--- src/include/sppo_defs.svh ---
// Register offsets, reset values, field positions and timing constants of the servo output block.
`ifndef SPPO_DEFS_SVH
`define SPPO_DEFS_SVH
`define SPPO_OFS_TUNE_MODE 8'h00
`define SPPO_OFS_TUNE_RESP 8'h04
`define SPPO_OFS_POS_WIN 8'h08
`define SPPO_OFS_ROT_SENSE 8'h0C
`define SPPO_OFS_ENC_OUT 8'h10
`define SPPO_OFS_PULSE_MODE 8'h14
`define SPPO_OFS_CTRL 8'h18
`define SPPO_OFS_STATUS 8'h1C
`define SPPO_OFS_RES_FREQ 8'h20
`define SPPO_RST_TUNE_MODE 16'h0001
`define SPPO_RST_TUNE_RESP 16'h000C
`define SPPO_RST_POS_WIN 16'h0064
`define SPPO_RST_ROT_SENSE 16'h0000
`define SPPO_RST_ENC_OUT 16'h0FA0
`define SPPO_RST_PULSE_MODE 16'h0000
`define SPPO_RESP_MIN 16'h0001
`define SPPO_RESP_MAX 16'h0020
`define SPPO_PMODE_BIT 4
`define SPPO_CTRL_RESET_BIT 0
`define SPPO_CTRL_SPEED_BIT 1
`define SPPO_MAX_OUT_RATE_HZ 4600000
`define SPPO_CLK_HZ 250000000
`define SPPO_MIN_EDGE_CYC ((`SPPO_CLK_HZ + `SPPO_MAX_OUT_RATE_HZ - 1) / `SPPO_MAX_OUT_RATE_HZ)
`endif

--- src/include/sppo_pkg.sv ---
// Types shared by the servo output block.
package sppo_pkg;
    typedef logic [15:0] sppo_param_t;
    typedef enum logic [1:0] {
        SPPO_AXI_IDLE,
        SPPO_AXI_RESP
    } sppo_bus_e;
endpackage : sppo_pkg

--- src/logic/sppo_res_lut.sv ---
// Lookup of the guideline machine resonance frequency for each response setting.
`timescale 1ns/1ps
module sppo_res_lut (
    input wire logic [5:0] level_i,
    output logic [15:0] freq_x10_o
);
    ////////////////////////////////////////////////////////////////////////////
    // Table in tenths of hertz; settings outside 1..32 read as zero.
    always_comb begin
        unique case (level_i)
            6'd1: freq_x10_o = 16'd100;
            6'd2: freq_x10_o = 16'd113;
            6'd3: freq_x10_o = 16'd127;
            6'd4: freq_x10_o = 16'd143;
            6'd5: freq_x10_o = 16'd161;
            6'd6: freq_x10_o = 16'd181;
            6'd7: freq_x10_o = 16'd204;
            6'd8: freq_x10_o = 16'd230;
            6'd9: freq_x10_o = 16'd259;
            6'd10: freq_x10_o = 16'd292;
            6'd11: freq_x10_o = 16'd329;
            6'd12: freq_x10_o = 16'd370;
            6'd13: freq_x10_o = 16'd417;
            6'd14: freq_x10_o = 16'd470;
            6'd15: freq_x10_o = 16'd529;
            6'd16: freq_x10_o = 16'd596;
            6'd17: freq_x10_o = 16'd671;
            6'd18: freq_x10_o = 16'd756;
            6'd19: freq_x10_o = 16'd852;
            6'd20: freq_x10_o = 16'd959;
            6'd21: freq_x10_o = 16'd1080;
            6'd22: freq_x10_o = 16'd1217;
            6'd23: freq_x10_o = 16'd1371;
            6'd24: freq_x10_o = 16'd1544;
            6'd25: freq_x10_o = 16'd1739;
            6'd26: freq_x10_o = 16'd1959;
            6'd27: freq_x10_o = 16'd2206;
            6'd28: freq_x10_o = 16'd2485;
            6'd29: freq_x10_o = 16'd2799;
            6'd30: freq_x10_o = 16'd3153;
            6'd31: freq_x10_o = 16'd3551;
            6'd32: freq_x10_o = 16'd4000;
            default: freq_x10_o = 16'd0;
        endcase
    end
endmodule : sppo_res_lut

--- src/logic/sppo_quad_gen.sv ---
// Quadrature generator: divides encoder counts into A/B output edges.
`timescale 1ns/1ps
`include "sppo_defs.svh"
module sppo_quad_gen #(
    parameter int RES_W = 20
) (
    input wire logic clk_sys_i,
    input wire logic rst_n_i,
    input wire logic step_i,
    input wire logic dir_i,
    input wire logic [RES_W-1:0] resolution_i,
    input wire logic [15:0] setting_i,
    input wire logic ratio_mode_i,
    output logic pha_o,
    output logic phb_o
);
    localparam logic [7:0] MIN_GAP = 8'(`SPPO_MIN_EDGE_CYC);
    // Accumulator for the fractional division of encoder counts.
    logic [RES_W+16:0] acc_q, acc_d;
    // Two-bit gray state; each state step is one output edge.
    logic [1:0] st_q, st_d;
    // Pending edges owed, signed by direction.
    logic signed [15:0] owe_q, owe_d;
    // Edge spacing counter that keeps the output under the rate limit.
    logic [7:0] gap_q, gap_d;
    logic [RES_W+16:0] inc;
    logic [RES_W+16:0] modulus;
    ////////////////////////////////////////////////////////////////////////////
    // In direct mode each encoder count adds the output count per revolution; one output edge
    // is owed whenever the sum passes the encoder resolution; ratio mode adds one per count against the setting.
    always_comb begin
        inc = (RES_W+17)'(setting_i);
        modulus = (RES_W+17)'(resolution_i);
        if (ratio_mode_i) begin
            inc = (RES_W+17)'(1);
            modulus = (RES_W+17)'(setting_i);
        end
        acc_d = acc_q;
        owe_d = owe_q;
        st_d = st_q;
        gap_d = (gap_q != 8'h00) ? gap_q - 8'h01 : gap_q;
        if (step_i) begin
            if (acc_q + inc >= modulus) begin
                acc_d = acc_q + inc - modulus;
                owe_d = dir_i ? owe_q + 16'sd1 : owe_q - 16'sd1;
            end else begin
                acc_d = acc_q + inc;
            end
        end
        if (gap_q == 8'h00 && owe_q != 16'sd0) begin
            gap_d = MIN_GAP - 8'h01;
            if (owe_q > 16'sd0) begin
                // Forward steps move A first, so A leads B.
                st_d = {~st_q[0], st_q[1]};
                owe_d = owe_d - 16'sd1;
            end else begin
                st_d = {st_q[0], ~st_q[1]};
                owe_d = owe_d + 16'sd1;
            end
        end
    end
    // State registers only.
    always_ff @(posedge clk_sys_i or negedge rst_n_i) begin
        if (!rst_n_i) begin
            acc_q <= '0;
            owe_q <= 16'sd0;
            st_q <= 2'b00;
            gap_q <= 8'h00;
        end else begin
            acc_q <= acc_d;
            owe_q <= owe_d;
            st_q <= st_d;
            gap_q <= gap_d;
        end
    end
    assign pha_o = st_q[1];
    assign phb_o = st_q[0];
    ////////////////////////////////////////////////////////////////////////////
    // Only one phase changes per edge.
    quad_gray_a: assert property (@(posedge clk_sys_i) disable iff (!rst_n_i)
        $countones(st_q ^ $past(st_q)) <= 1) else $error("both phases changed");
    rate_gap_a: assert property (@(posedge clk_sys_i) disable iff (!rst_n_i)
        (st_q != $past(st_q)) |=> (st_q == $past(st_q))) else $error("edges too close");
endmodule : sppo_quad_gen

--- src/logic/sppo_top.sv ---
// Servo position and output parameter block with AXI4-Lite register access.
`timescale 1ns/1ps
`include "sppo_defs.svh"
module sppo_top
    import sppo_pkg::*;
#(
    parameter int RES_W = 20,
    parameter logic [RES_W-1:0] ENC_RES = 20'd262144
) (
    input wire logic clk_sys_i,
    input wire logic rst_n_i,
    input wire logic [31:0] s_axi_awaddr,
    input wire logic s_axi_awvalid,
    output logic s_axi_awready,
    input wire logic [31:0] s_axi_wdata,
    input wire logic [3:0] s_axi_wstrb,
    input wire logic s_axi_wvalid,
    output logic s_axi_wready,
    output logic [1:0] s_axi_bresp,
    output logic s_axi_bvalid,
    input wire logic s_axi_bready,
    input wire logic [31:0] s_axi_araddr,
    input wire logic s_axi_arvalid,
    output logic s_axi_arready,
    output logic [31:0] s_axi_rdata,
    output logic [1:0] s_axi_rresp,
    output logic s_axi_rvalid,
    input wire logic s_axi_rready,
    input wire logic signed [31:0] pos_error_i,
    input wire logic enc_step_i,
    input wire logic enc_dir_i,
    output logic position_reached_o,
    output logic motor_dir_o,
    output logic enc_pha_o,
    output logic enc_phb_o
);
    ////////////////////////////////////////////////////////////////////////////
    // Pin inputs pass two flip-flops; stage one feeds stage two only.
    // Step edges are found on the second stage, clear of metastability.
    logic [2:1] pin_s1_q, pin_s2_q;
    logic step_prev_q;
    always_ff @(posedge clk_sys_i or negedge rst_n_i) begin
        if (!rst_n_i) begin
            pin_s1_q <= 2'b00;
            pin_s2_q <= 2'b00;
            step_prev_q <= 1'b0;
        end else begin
            pin_s1_q <= {enc_dir_i, enc_step_i};
            pin_s2_q <= pin_s1_q;
            step_prev_q <= pin_s2_q[1];
        end
    end
    wire logic step_pulse = pin_s2_q[1] & ~step_prev_q;
    ////////////////////////////////////////////////////////////////////////////
    // Parameter registers as written by software.
    sppo_param_t tune_mode_q, tune_mode_d;
    sppo_param_t tune_resp_q, tune_resp_d;
    sppo_param_t pos_win_q, pos_win_d;
    sppo_param_t rot_sense_q, rot_sense_d;
    sppo_param_t enc_out_q, enc_out_d;
    sppo_param_t pulse_mode_q, pulse_mode_d;
    // Control bits: controller reset request and speed control mode.
    logic speed_mode_q, speed_mode_d;
    // Applied copies that only change at reset or controller reset.
    logic rot_sense_act_q, rot_sense_act_d;
    sppo_param_t enc_out_act_q, enc_out_act_d;
    logic ratio_act_q, ratio_act_d;
    // Bus handshake state.
    sppo_bus_e wr_st_q, wr_st_d, rd_st_q, rd_st_d;
    logic aw_got_q, aw_got_d, w_got_q, w_got_d;
    logic [7:0] aw_addr_q, aw_addr_d;
    logic [31:0] w_data_q, w_data_d, rdata_q, rdata_d;
    logic [3:0] w_strb_q, w_strb_d;
    logic [1:0] bresp_q, bresp_d, rresp_q, rresp_d;
    // Lookup output, in-position flag and the one-cycle controller reset strobe.
    logic [15:0] res_freq;
    logic in_pos_q, in_pos_d, ctrl_reset;
    // Byte-lane merge for the 16-bit registers.
    function automatic sppo_param_t merge16(sppo_param_t old, logic [31:0] d, logic [3:0] s);
        merge16 = old;
        if (s[0]) merge16[7:0] = d[7:0];
        if (s[1]) merge16[15:8] = d[15:8];
    endfunction : merge16
    // Mapped offset test shared by both channels.
    function automatic logic is_mapped(logic [7:0] a);
        is_mapped = (a <= `SPPO_OFS_RES_FREQ) && (a[1:0] == 2'b00);
    endfunction : is_mapped
    sppo_res_lut u_lut (.level_i(tune_resp_q[5:0]), .freq_x10_o(res_freq));
    ////////////////////////////////////////////////////////////////////////////
    // Write channel: address and data taken in either order, then response.
    always_comb begin
        wr_st_d = wr_st_q;
        aw_got_d = aw_got_q;
        w_got_d = w_got_q;
        aw_addr_d = aw_addr_q;
        w_data_d = w_data_q;
        w_strb_d = w_strb_q;
        bresp_d = bresp_q;
        tune_mode_d = tune_mode_q;
        tune_resp_d = tune_resp_q;
        pos_win_d = pos_win_q;
        rot_sense_d = rot_sense_q;
        enc_out_d = enc_out_q;
        pulse_mode_d = pulse_mode_q;
        speed_mode_d = speed_mode_q;
        ctrl_reset = 1'b0;
        unique case (wr_st_q)
            SPPO_AXI_IDLE: begin
                if (s_axi_awvalid && !aw_got_q) begin
                    aw_got_d = 1'b1;
                    aw_addr_d = s_axi_awaddr[7:0];
                end
                if (s_axi_wvalid && !w_got_q) begin
                    w_got_d = 1'b1;
                    w_data_d = s_axi_wdata;
                    w_strb_d = s_axi_wstrb;
                end
                if (aw_got_q && w_got_q) begin
                    wr_st_d = SPPO_AXI_RESP;
                    aw_got_d = 1'b0;
                    w_got_d = 1'b0;
                    bresp_d = is_mapped(aw_addr_q) ? 2'b00 : 2'b10;
                    unique case (aw_addr_q)
                        `SPPO_OFS_TUNE_MODE: tune_mode_d = merge16(tune_mode_q, w_data_q, w_strb_q);
                        `SPPO_OFS_TUNE_RESP: begin
                            if (w_strb_q[0] && w_data_q[15:0] >= `SPPO_RESP_MIN
                                && w_data_q[15:0] <= `SPPO_RESP_MAX) begin
                                tune_resp_d = w_data_q[15:0];
                            end
                        end
                        `SPPO_OFS_POS_WIN: pos_win_d = merge16(pos_win_q, w_data_q, w_strb_q);
                        `SPPO_OFS_ROT_SENSE: begin
                            if (w_strb_q[0]) rot_sense_d = {15'h0000, w_data_q[0]};
                        end
                        `SPPO_OFS_ENC_OUT: begin
                            if (merge16(enc_out_q, w_data_q, w_strb_q) != 16'h0000) begin
                                enc_out_d = merge16(enc_out_q, w_data_q, w_strb_q);
                            end
                        end
                        `SPPO_OFS_PULSE_MODE: pulse_mode_d = merge16(pulse_mode_q, w_data_q, w_strb_q);
                        `SPPO_OFS_CTRL: begin
                            if (w_strb_q[0]) begin
                                ctrl_reset = w_data_q[`SPPO_CTRL_RESET_BIT];
                                speed_mode_d = w_data_q[`SPPO_CTRL_SPEED_BIT];
                            end
                        end
                        default: begin
                        end
                    endcase
                end
            end
            SPPO_AXI_RESP: if (s_axi_bready) wr_st_d = SPPO_AXI_IDLE;
        endcase
    end
    ////////////////////////////////////////////////////////////////////////////
    // Applied settings; writes to rotation sense, encoder output or pulse mode take effect only on a controller reset.
    always_comb begin
        rot_sense_act_d = rot_sense_act_q;
        enc_out_act_d = enc_out_act_q;
        ratio_act_d = ratio_act_q;
        if (ctrl_reset) begin
            rot_sense_act_d = rot_sense_q[0];
            enc_out_act_d = enc_out_q;
            ratio_act_d = pulse_mode_q[`SPPO_PMODE_BIT];
        end
    end
    ////////////////////////////////////////////////////////////////////////////
    // Read channel: one read at a time, answer the cycle after the address.
    always_comb begin
        rd_st_d = rd_st_q;
        rdata_d = rdata_q;
        rresp_d = rresp_q;
        unique case (rd_st_q)
            SPPO_AXI_IDLE: begin
                if (s_axi_arvalid) begin
                    rd_st_d = SPPO_AXI_RESP;
                    rresp_d = is_mapped(s_axi_araddr[7:0]) ? 2'b00 : 2'b10;
                    unique case (s_axi_araddr[7:0])
                        `SPPO_OFS_TUNE_MODE: rdata_d = {16'h0000, tune_mode_q};
                        `SPPO_OFS_TUNE_RESP: rdata_d = {16'h0000, tune_resp_q};
                        `SPPO_OFS_POS_WIN: rdata_d = {16'h0000, pos_win_q};
                        `SPPO_OFS_ROT_SENSE: rdata_d = {16'h0000, rot_sense_q};
                        `SPPO_OFS_ENC_OUT: rdata_d = {16'h0000, enc_out_q};
                        `SPPO_OFS_PULSE_MODE: rdata_d = {16'h0000, pulse_mode_q};
                        `SPPO_OFS_CTRL: rdata_d = {30'h00000000, speed_mode_q, 1'b0};
                        `SPPO_OFS_STATUS: rdata_d = {29'h00000000, ratio_act_q,
                            rot_sense_act_q, in_pos_q};
                        `SPPO_OFS_RES_FREQ: rdata_d = {16'h0000, res_freq};
                        default: rdata_d = 32'h00000000;
                    endcase
                end
            end
            SPPO_AXI_RESP: if (s_axi_rready) rd_st_d = SPPO_AXI_IDLE;
        endcase
    end
    ////////////////////////////////////////////////////////////////////////////
    // In-position detection against the window on the absolute error.
    always_comb begin
        in_pos_d = 1'b0;
        if (!speed_mode_q) begin
            in_pos_d = (pos_error_i < 0 ? 33'(-33'(pos_error_i)) : 33'(pos_error_i))
                <= 33'(pos_win_q);
        end
    end
    ////////////////////////////////////////////////////////////////////////////
    // Register stage for the bus, parameter, applied and in-position state groups.
    always_ff @(posedge clk_sys_i or negedge rst_n_i) begin
        if (!rst_n_i) begin
            wr_st_q <= SPPO_AXI_IDLE;
            rd_st_q <= SPPO_AXI_IDLE;
            aw_got_q <= 1'b0;
            w_got_q <= 1'b0;
            aw_addr_q <= 8'h00;
            w_data_q <= 32'h00000000;
            w_strb_q <= 4'h0;
            bresp_q <= 2'b00;
            rdata_q <= 32'h00000000;
            rresp_q <= 2'b00;
            tune_mode_q <= `SPPO_RST_TUNE_MODE;
            tune_resp_q <= `SPPO_RST_TUNE_RESP;
            pos_win_q <= `SPPO_RST_POS_WIN;
            rot_sense_q <= `SPPO_RST_ROT_SENSE;
            enc_out_q <= `SPPO_RST_ENC_OUT;
            pulse_mode_q <= `SPPO_RST_PULSE_MODE;
            speed_mode_q <= 1'b0;
            rot_sense_act_q <= 1'b0;
            enc_out_act_q <= `SPPO_RST_ENC_OUT;
            ratio_act_q <= 1'b0;
            in_pos_q <= 1'b0;
        end else begin
            wr_st_q <= wr_st_d;
            rd_st_q <= rd_st_d;
            aw_got_q <= aw_got_d;
            w_got_q <= w_got_d;
            aw_addr_q <= aw_addr_d;
            w_data_q <= w_data_d;
            w_strb_q <= w_strb_d;
            bresp_q <= bresp_d;
            rdata_q <= rdata_d;
            rresp_q <= rresp_d;
            tune_mode_q <= tune_mode_d;
            tune_resp_q <= tune_resp_d;
            pos_win_q <= pos_win_d;
            rot_sense_q <= rot_sense_d;
            enc_out_q <= enc_out_d;
            pulse_mode_q <= pulse_mode_d;
            speed_mode_q <= speed_mode_d;
            rot_sense_act_q <= rot_sense_act_d;
            enc_out_act_q <= enc_out_act_d;
            ratio_act_q <= ratio_act_d;
            in_pos_q <= in_pos_d;
        end
    end
    ////////////////////////////////////////////////////////////////////////////
    // Motor direction, quadrature and handshake outputs, all registered.
    logic qa, qb, dir_q, pha_q, phb_q;
    sppo_quad_gen #(.RES_W(RES_W)) u_quad (.clk_sys_i(clk_sys_i), .rst_n_i(rst_n_i),
        .step_i(step_pulse), .dir_i(pin_s2_q[2]), .resolution_i(ENC_RES),
        .setting_i(enc_out_act_q), .ratio_mode_i(ratio_act_q), .pha_o(qa), .phb_o(qb));
    always_ff @(posedge clk_sys_i or negedge rst_n_i) begin
        if (!rst_n_i) begin
            dir_q <= 1'b0;
            pha_q <= 1'b0;
            phb_q <= 1'b0;
            s_axi_awready <= 1'b1;
            s_axi_wready <= 1'b1;
            s_axi_bvalid <= 1'b0;
            s_axi_arready <= 1'b1;
            s_axi_rvalid <= 1'b0;
        end else begin
            dir_q <= pin_s2_q[2] ^ rot_sense_act_q;
            pha_q <= qa;
            phb_q <= qb;
            // Ready and valid follow the next bus state, so no gate sits on the pins.
            s_axi_awready <= (wr_st_d == SPPO_AXI_IDLE) && !aw_got_d;
            s_axi_wready <= (wr_st_d == SPPO_AXI_IDLE) && !w_got_d;
            s_axi_bvalid <= (wr_st_d == SPPO_AXI_RESP);
            s_axi_arready <= (rd_st_d == SPPO_AXI_IDLE);
            s_axi_rvalid <= (rd_st_d == SPPO_AXI_RESP);
        end
    end
    assign s_axi_bresp = bresp_q;
    assign s_axi_rdata = rdata_q;
    assign s_axi_rresp = rresp_q;
    assign position_reached_o = in_pos_q;
    assign motor_dir_o = dir_q;
    assign enc_pha_o = pha_q;
    assign enc_phb_o = phb_q;
    ////////////////////////////////////////////////////////////////////////////
    resp_range_a: assert property (@(posedge clk_sys_i) disable iff (!rst_n_i)
        tune_resp_q >= `SPPO_RESP_MIN && tune_resp_q <= `SPPO_RESP_MAX) else $error("resp out");
    speed_nowin_a: assert property (@(posedge clk_sys_i) disable iff (!rst_n_i)
        speed_mode_q |=> !position_reached_o) else $error("window active in speed mode");
    dir_sense_a: assert property (@(posedge clk_sys_i) disable iff (!rst_n_i)
        1'b1 |=> motor_dir_o == ($past(pin_s2_q[2]) ^ $past(rot_sense_act_q))) else $error("dir");
    apply_reset_a: assert property (@(posedge clk_sys_i) disable iff (!rst_n_i)
        !ctrl_reset |=> $stable(enc_out_act_q) && $stable(rot_sense_act_q)) else $error("early");
    enc_nonzero_a: assert property (@(posedge clk_sys_i) disable iff (!rst_n_i)
        enc_out_q != 16'h0000) else $error("encoder out setting zero");
    win_hit_a: assert property (@(posedge clk_sys_i) disable iff (!rst_n_i)
        (!speed_mode_q && pos_error_i == 32'sd0) |=> position_reached_o) else $error("inpos");
    rmode_apply_a: assert property (@(posedge clk_sys_i) disable iff (!rst_n_i)
        ctrl_reset |=> ratio_act_q == $past(pulse_mode_q[`SPPO_PMODE_BIT])) else $error("mode");
    bresp_hold_a: assert property (@(posedge clk_sys_i) disable iff (!rst_n_i)
        (s_axi_bvalid && !s_axi_bready) |=> s_axi_bvalid) else $error("bvalid dropped");
    wr_done_c: cover property (@(posedge clk_sys_i) disable iff (!rst_n_i)
        s_axi_bvalid && s_axi_bready);
    rd_done_c: cover property (@(posedge clk_sys_i) disable iff (!rst_n_i)
        s_axi_rvalid && s_axi_rready);
    inpos_c: cover property (@(posedge clk_sys_i) disable iff (!rst_n_i) position_reached_o);
    apply_c: cover property (@(posedge clk_sys_i) disable iff (!rst_n_i) ctrl_reset);
endmodule : sppo_top

--- config.mk ---
export PLATFORM = sky130hd
export DESIGN_NAME = sppo_top
export DESIGN_NICKNAME = d
export VERILOG_FILES = /design/src/include/sppo_pkg.sv /design/src/logic/sppo_res_lut.sv /design/src/logic/sppo_quad_gen.sv /design/src/logic/sppo_top.sv
export VERILOG_INCLUDE_DIRS = /design/src /design/src/include
export SDC_FILE = /design/constraint.sdc
export NUM_CORES = 1
export LEC_CHECK = 0
export ABC_AREA = 1
export BUFFER_PORTS_ARGS = -buffer_cell sky130_fd_sc_hd__buf_2
export CORE_ASPECT_RATIO = 1.5
export CORE_MARGIN = 2
export CORE_UTILIZATION = 54
export DETAILED_ROUTE_END_ITERATION = 16
export PLACE_DENSITY = 0.89
export SYNTH_ARGS = -nofsm -noshare
export SYNTH_HDL_FRONTEND = slang
export SYNTH_SLANG_ARGS = --single-unit
--- constraint.sdc ---
create_clock -name clk_sys_i -period 5.9 [get_ports clk_sys_i]
set_input_delay 1.18 -clock clk_sys_i [delete_from_list [all_inputs] [get_ports clk_sys_i]]
set_output_delay 1.18 -clock clk_sys_i [all_outputs]
set_load 0.1 [all_outputs]
Word level (Yosys, flattened, before mapping)
Memories as Yosys holds them, arrays and structs flattened.
Cells that the tools add are included.
Storage, ports and cells
  logic and storage cells: 160
  input bits: 141
  bits in registers: 245
  ROM bits: 768
  output and inout bits: 45
  memories kept: 1
Cells by class
  magnitude comparators: 8
  equal/unequal tests: 18
  add/subtract/negate cells: 8
  reductions and logical operators: 41
  bitwise logic cells: 5
  multiplexer cells: 40
Memories
  (no name shown): words 64, width 12, rd ports 1, clocked after Yosys merged registers in 0, wr ports 0, RTL line sppo_res_lut.sv:10  | unique case (level_i)
Operator list (count)
  16-bit case mux with 9 select lines: 1
  16-bit two-way mux: 6
  8-bit two-way mux: 10
  8-bit by 5-bit equality test with 1-bit output, second input constant: 7
  4-bit AND reduction: 10
  37-bit by 16-bit adder with 37-bit output: 1
  37-bit by 19-bit greater-or-equal comparator with 1-bit output: 1
  37-bit two-way mux: 1
  37-bit by 19-bit subtractor with 37-bit output: 1
  33-bit by 16-bit <= comparator with 1-bit output: 1
  33-bit two-way mux: 1
  32-bit negation with 33-bit output: 1
  16-bit by 2-bit adder with 16-bit output, second input constant: 2
  8-bit by 4-bit equality test with 1-bit output, second input constant: 4
  32-bit by 1-bit less-than comparator with 1-bit output, second input constant: 1
  16-bit nonzero test: 2
  16-bit by 2-bit subtractor with 16-bit output, second input constant: 2
  8-bit zero test: 3
  19-bit two-way mux: 1
  8-bit by 3-bit equality test with 1-bit output, second input constant: 2
  16-bit by 1-bit greater-or-equal comparator with 1-bit output, second input constant: 1
  16-bit by 1-bit greater-than comparator with 1-bit output, second input constant: 1
  16-bit by 6-bit <= comparator with 1-bit output, second input constant: 1
  8-bit by 6-bit <= comparator with 1-bit output, second input constant: 2
  other kinds (15): 57

Logic depth before layout (Yosys ltp)
  depth in word-level cells: 8
  depth in mapped cells: 45
  depth with buffers taken out: 43

Cells and area by module
Synthesis repeated with hierarchy kept, for this count alone.
Unflattened totals
  cells, all modules: 2531
  area total of the unflattened synthesis: 17458.0 um^2
Modules (own cells, without submodules)
  sppo_top: cells each 1079, sequential area each 4130.2 um^2, area an instance 8747.1 um^2, times used 1
  sppo_quad_gen: cells each 1294, sequential area each 1576.5 um^2, area an instance 7922.6 um^2, times used 1
  sppo_res_lut: cells each 158, sequential area each 0.0 um^2, area an instance 788.3 um^2, times used 1

Worst setup path before layout
Ideal clock, no wire load.
  path kind: flip-flop to flip-flop
  start: reg ratio_act_q
  end: reg u_quad.owe_q[14]
  slack: 0.226 ns
  clock period less this slack: 5.674 ns
  required time: 5.835 ns
  setup time: 0.065 ns
  arrival: 5.609 ns
  buffers on the path: 5
  cell stages (with the launch flop): 44
  cells stage by stage: dfrtp_1 -> clkbuf_1 -> clkbuf_1 -> nor2_1 -> ha_1 -> buf_2 -> nand2_1 -> nand3_1 -> nand2_1 -> nand2_1 -> a31oi_1 -> xor2_1 -> inv_1 -> ha_1 -> nand2_1 -> nor2_1 -> inv_1 -> nor2_1 -> [... 8 more ...] -> buf_4 -> o21ai_0 -> ha_1 -> a21oi_1 -> nor2_1 -> nor2_1 -> o21ai_0 -> a21oi_1 -> o21bai_1 -> a21o_1 -> a21oi_1 -> o21ai_0 -> nand2_1 -> nand2_1 -> a21oi_1 -> xor2_1 -> nand2_1 -> nand2_1
Between the ends
  word-level cells in the longest chain between the ends: 8
  elaborated cells on any way between the ends: 10
  those cells by class: add/sub: 3; order compare: 1; mux: 6
RTL lines
  start: declaration: RTL line sppo_top.sv:67  | logic ratio_act_q, ratio_act_d;
  start signal: assignment: RTL line sppo_top.sv:250  | ratio_act_q <= ratio_act_d;
  16-bit two-way mux: RTL line sppo_quad_gen.sv:34  | if (ratio_mode_i) begin
  37-bit by 16-bit adder with 37-bit output: RTL line sppo_quad_gen.sv:43  | if (acc_q + inc >= modulus) begin
  37-bit by 19-bit greater-or-equal comparator with 1-bit output *: RTL line sppo_quad_gen.sv:43
  16-bit two-way mux *: RTL line sppo_quad_gen.sv:43
  16-bit two-way mux *: RTL line sppo_quad_gen.sv:42  | if (step_i) begin
  16-bit by 2-bit adder with 16-bit output / 16-bit by 2-bit subtractor with 16-bit output (equally long branches): RTL line sppo_quad_gen.sv:58, sppo_quad_gen.sv:55
  16-bit two-way mux: RTL line sppo_quad_gen.sv:52  | if (owe_q > 16'sd0) begin
  16-bit two-way mux *: RTL line sppo_quad_gen.sv:50  | if (gap_q == 8'h00 && owe_q != 16'sd0) begin
  net u_quad.owe_d[14]: RTL line sppo_quad_gen.sv:23  | logic signed [15:0] owe_q, owe_d;
  end signal: assignment: RTL line sppo_quad_gen.sv:71  | owe_q <= owe_d;
  end: declaration: RTL line sppo_quad_gen.sv:23
The timed path passes the listed nets; every way through them passes the cells marked *.
A chain may end at the register's enable or synchronous reset.

Final worst setup path
Ends and elaborated chain as after synthesis.

==> impl_metrics.csv <==
group,metric,value,unit
outcome,run_status,"complete, but fails checks",
outcome,violations,"setup timing",
timing,hold_slack,0.3503,ns
floorplanning,die_h,217.4,um
global_routing,vias_in_the_first_global_route,16755,
timing,worst_slew_pin_slew,1.233,ns
logic_synthesis,yosys.cell_types.count,61,
logic_synthesis,synth_largest_type_area_fraction,0.3143,
detailed_routing,route.antenna.remaining_nets,0,
timing,fmax,167.1,MHz
timing,timing.final.ws_setup,-0.08541,ns
layout,layout-drive-gt1-share,0.2035,
layout,fillerInstances,2385,
job,maxcap_viol_count,0,
critical_path,timing.setup.critical_path_class,"reg -> reg",
timing,finalClockSkew,0.02495,ns
clock_tree,cts.root.buffer_cell,"clkbuf_16",
hold_path,hp-start,"pin_s1_q[1]",
floorplanning,top_level_ports,186,
layout,syn_to_final_growth,20.51,%
timing,layout_worst_path_cycle_share,1.014,
layout,layout.cell_area.non_filler,0.01976,mm^2
clock_tree,insertion_delay,0.56,ns
detailed_routing,routed_wire_length_per_instance,17.94,um
detailed_routing,routed_via_density,5.843,
timing,hold_viol,0,
clock_tree,htree_num_levels,1,
logic_synthesis,synth.largest_area_cell,"dfrtp_1",
critical_path,crit_path_max_fanout,7,
detailed_routing,remaining_drc_errors,0,
power_and_ir_drop,vdd_drop_max,0.3994,mV
critical_path,critical_path.endpoint_type,"flip-flop",
clock_tree,tritoncts,"built",
critical_path,critPathArrivalTime,6.41,ns
detailed_routing,vias,17008,
power_and_ir_drop,power-per-cell-area,442.9,mW/mm^2
layout,design.final.nets,2725,
critical_path,cp_slowest_cell,"dfrtp_1",
logic_synthesis,mappedNetlistArea,0.01640,mm^2
global_routing,antenna_found_initial,0,
logic_synthesis,synth-warning-count,0,
clock_tree,ctsHoldBuffers,0,
critical_path,critical_register_to_register_path_startpoint,"ratio_act_q",
clock_tree,ctsLongestPathBuffers,3,
critical_path,worst_path_most_repeated_cell,"nand2_1",
clock_tree,numCtsBuffers,24,
logic_synthesis,synth.ff_latch_count,227,
timing,relSlewSlack,0.1758,
critical_path,cp.required,6.33,ns
critical_path,maximum_single_stage_delay_on_the_critical_path,0.43,ns
clock_tree,clkTransAtPathRegs,0.07,ns
place,detailedPlace.worstSlack,-0.4043,ns
detailed_routing,firstDrtPassIters,6,
layout,multiInputGateArea,0.01002,mm^2
layout,register_area,0.005707,mm^2
timing,slew_violations,0,
logic_synthesis,synth-seq-area-share,0.3480,
logic_synthesis,postSynth.topFlopCell,"dfrtp_1",
timing,final.min_clock_period,5.985,ns
layout,layout_common_cells,"nand2_1 (536), inv_1 (284), o21ai_0 (221)",
logic_synthesis,synthTopCellsByArea,"dfrtp_1 (31%), nand2_1 (13%), o21ai_0 (7.0%), inv_1 (6.7%), ha_1 (6.6%)",
power_and_ir_drop,cellLeakagePower,9.566,nW
place,port_buffers,101,
critical_path,critPathLaunch,"ratio_act_q",
power_and_ir_drop,power.total,8.753,mW
logic_synthesis,synth-async-reset-ratio,1.000,
logic_synthesis,synth_area_per_cell,7.140,um^2
timing,grt_setup_unrepaired,"true",
layout,layout.cells.most_common,"nand2_1",
place,post-dp-hpwl,36.47,mm
floorplanning,starting_utilization_of_the_core_area,0.5456,
detailed_routing,finalWirelength,52.23,mm
layout,antenna_cells,0,
global_routing,grt_start_max_net_pins,146,
logic_synthesis,edff_count_synth,0,
place,gp_routability_congestion,0.9286,
critical_path,worstSetupStartpointType,"flip-flop",
global_routing,grt_util_all_layers,0.3061,
timing,timing.final.setup_violations,2,
logic_synthesis,synth_cells,2297,
floorplanning,core.rowCount,78,
global_routing,grt_remaining_overflow,0,
floorplanning,floorplan.core_area,0.03006,mm^2
clock_tree,tritoncts_num_sinks,227,
hold_path,holdCritPathClass,"reg -> reg",
floorplanning,design.die.area,0.03181,mm^2
place,place_area,0.01790,mm^2
global_routing,global_route_wire_length_before_repair,79.63,mm
detailed_routing,drtIter0Drc,1629,
floorplanning,die_width,146.3,um
cells in the mapped netlist, drive strengths merged (3+ instances only):
master,n
nor4,12
xnor2,30
dfrtp,206
o31ai,11
nor2,246
o21ai,246
fa,4
nand3b,11
a21boi,3
o22ai,14
a211oi,4
clkinv,4
buf,28
o221ai,6
mux2,18
nand3,98
or2,13
a221oi,8
clkbuf,47
inv,297
nand4,25
a21oi,102
dfstp,21
o21bai,5
or4,3
a31oi,13
ha,87
nand2,595
a2111oi,3
nor3,43
xor2,67
o211ai,8
worst paths after layout:
kind | endpoint | slack [ns] | depth (start not counted)
hold / removal | pin_s2_q[1] | 0.35 | 0
setup / recovery | u_quad.owe_q[14] | -0.09 | 41
hold reg to reg | pin_s2_q[1] | 0.35 | 0
max in group asynchronous | rd_st_q[1] | 4.10 | 2
setup reg to reg | u_quad.owe_q[14] | -0.09 | 41
min in group asynchronous | tune_resp_q[1] | 0.59 | 1
where the power goes:
| group | switching [mW] | leakage, nW | internal (mW) |
|---|---|---|---|
| clock | 0.712 | 0.424 | 0.962 |
| combinational | 2.92 | 6.26 | 1.80 |
| sequential | 0.390 | 2.88 | 1.96 |
| total | 4.03 | 9.57 | 4.73 |
layout make-up:
cell class	instances	area share
multi-input combinational	1711	0.5072
sequential	227	0.2888
timing repair buffer	228	0.07775
inverter	301	0.05717
clock buffer	26	0.03178
tap	400	0.02532
clock inverter	18	0.01197
state kept, by name, summed over array words and instances, names as in the netlist, 8 cells and up:
signal / cells
enc_out_act_q: 16
u_quad.gap_q: 8
tune_resp_q: 16
pulse_mode_q: 16
enc_out_q: 16
tune_mode_q: 16
aw_addr_q: 8
w_data_q: 16
u_quad.acc_q: 37
u_quad.owe_q: 16
pos_win_q: 16
s_axi_rdata: 16
kinds of logic (layout without fill, tap and decap cells):
| kind of cell | count (synthesis) | after routing | synth area share |
|---|---|---|---|
| adders and majority gates | 91 | 91 | 0.07126 |
| AOI/OAI and AO/OA | 437 | 437 | 0.1484 |
| muxes | 18 | 18 | 0.01236 |
| xor gates and xnor gates | 97 | 97 | 0.05180 |
| and+or+nand+nor | 1050 | 1050 | 0.2767 |
| other | 1 | 18 | 0.0002287 |
| DFF | 227 | 227 | 0.3480 |
| buffers and inverters | 376 | 573 | 0.09125 |
metrics by stage:
step                TNS [ns]    util  cells
floorplan                  0       -   2314
global placement     -0.2226  0.5954   2840
detailed placement   -0.5856  0.5954   2840
CTS                        0  0.6259   2885
global route         -0.8169  0.6575   2911
finish               -0.1201  0.6575   2911
per-layer routing:
metal / GRT usage / vias to the layer above / share of wire
met4: 0.2136 / 0 / 0.088
met1: 0.3121 / 7961 / 0.35
li1: - / 7860 / -
met5: 0 / - / 0
met2: 0.5805 / 870 / 0.51
met3: 0.03264 / 317 / 0.054
critical path: cells and delay by family (launching register included):
kind | cells | cell delay (ns)
AOI/OAI and AO/OA | 10 | 1.40
xor gates and xnor gates | 2 | 0.35
adders and majority gates | 3 | 0.88
buffers and inverters | 6 | 0.74
DFF | 1 | 0.43
and+or+nand+nor | 20 | 2.04
timing repair:
item,in CTS,in global routing
setup endpoints to repair,4,9
cloned,0,2
buffers inserted,1,24
pin swaps,5,59
gates resized for setup,17,145
Note: power is estimated with default switching activity, not from simulation.
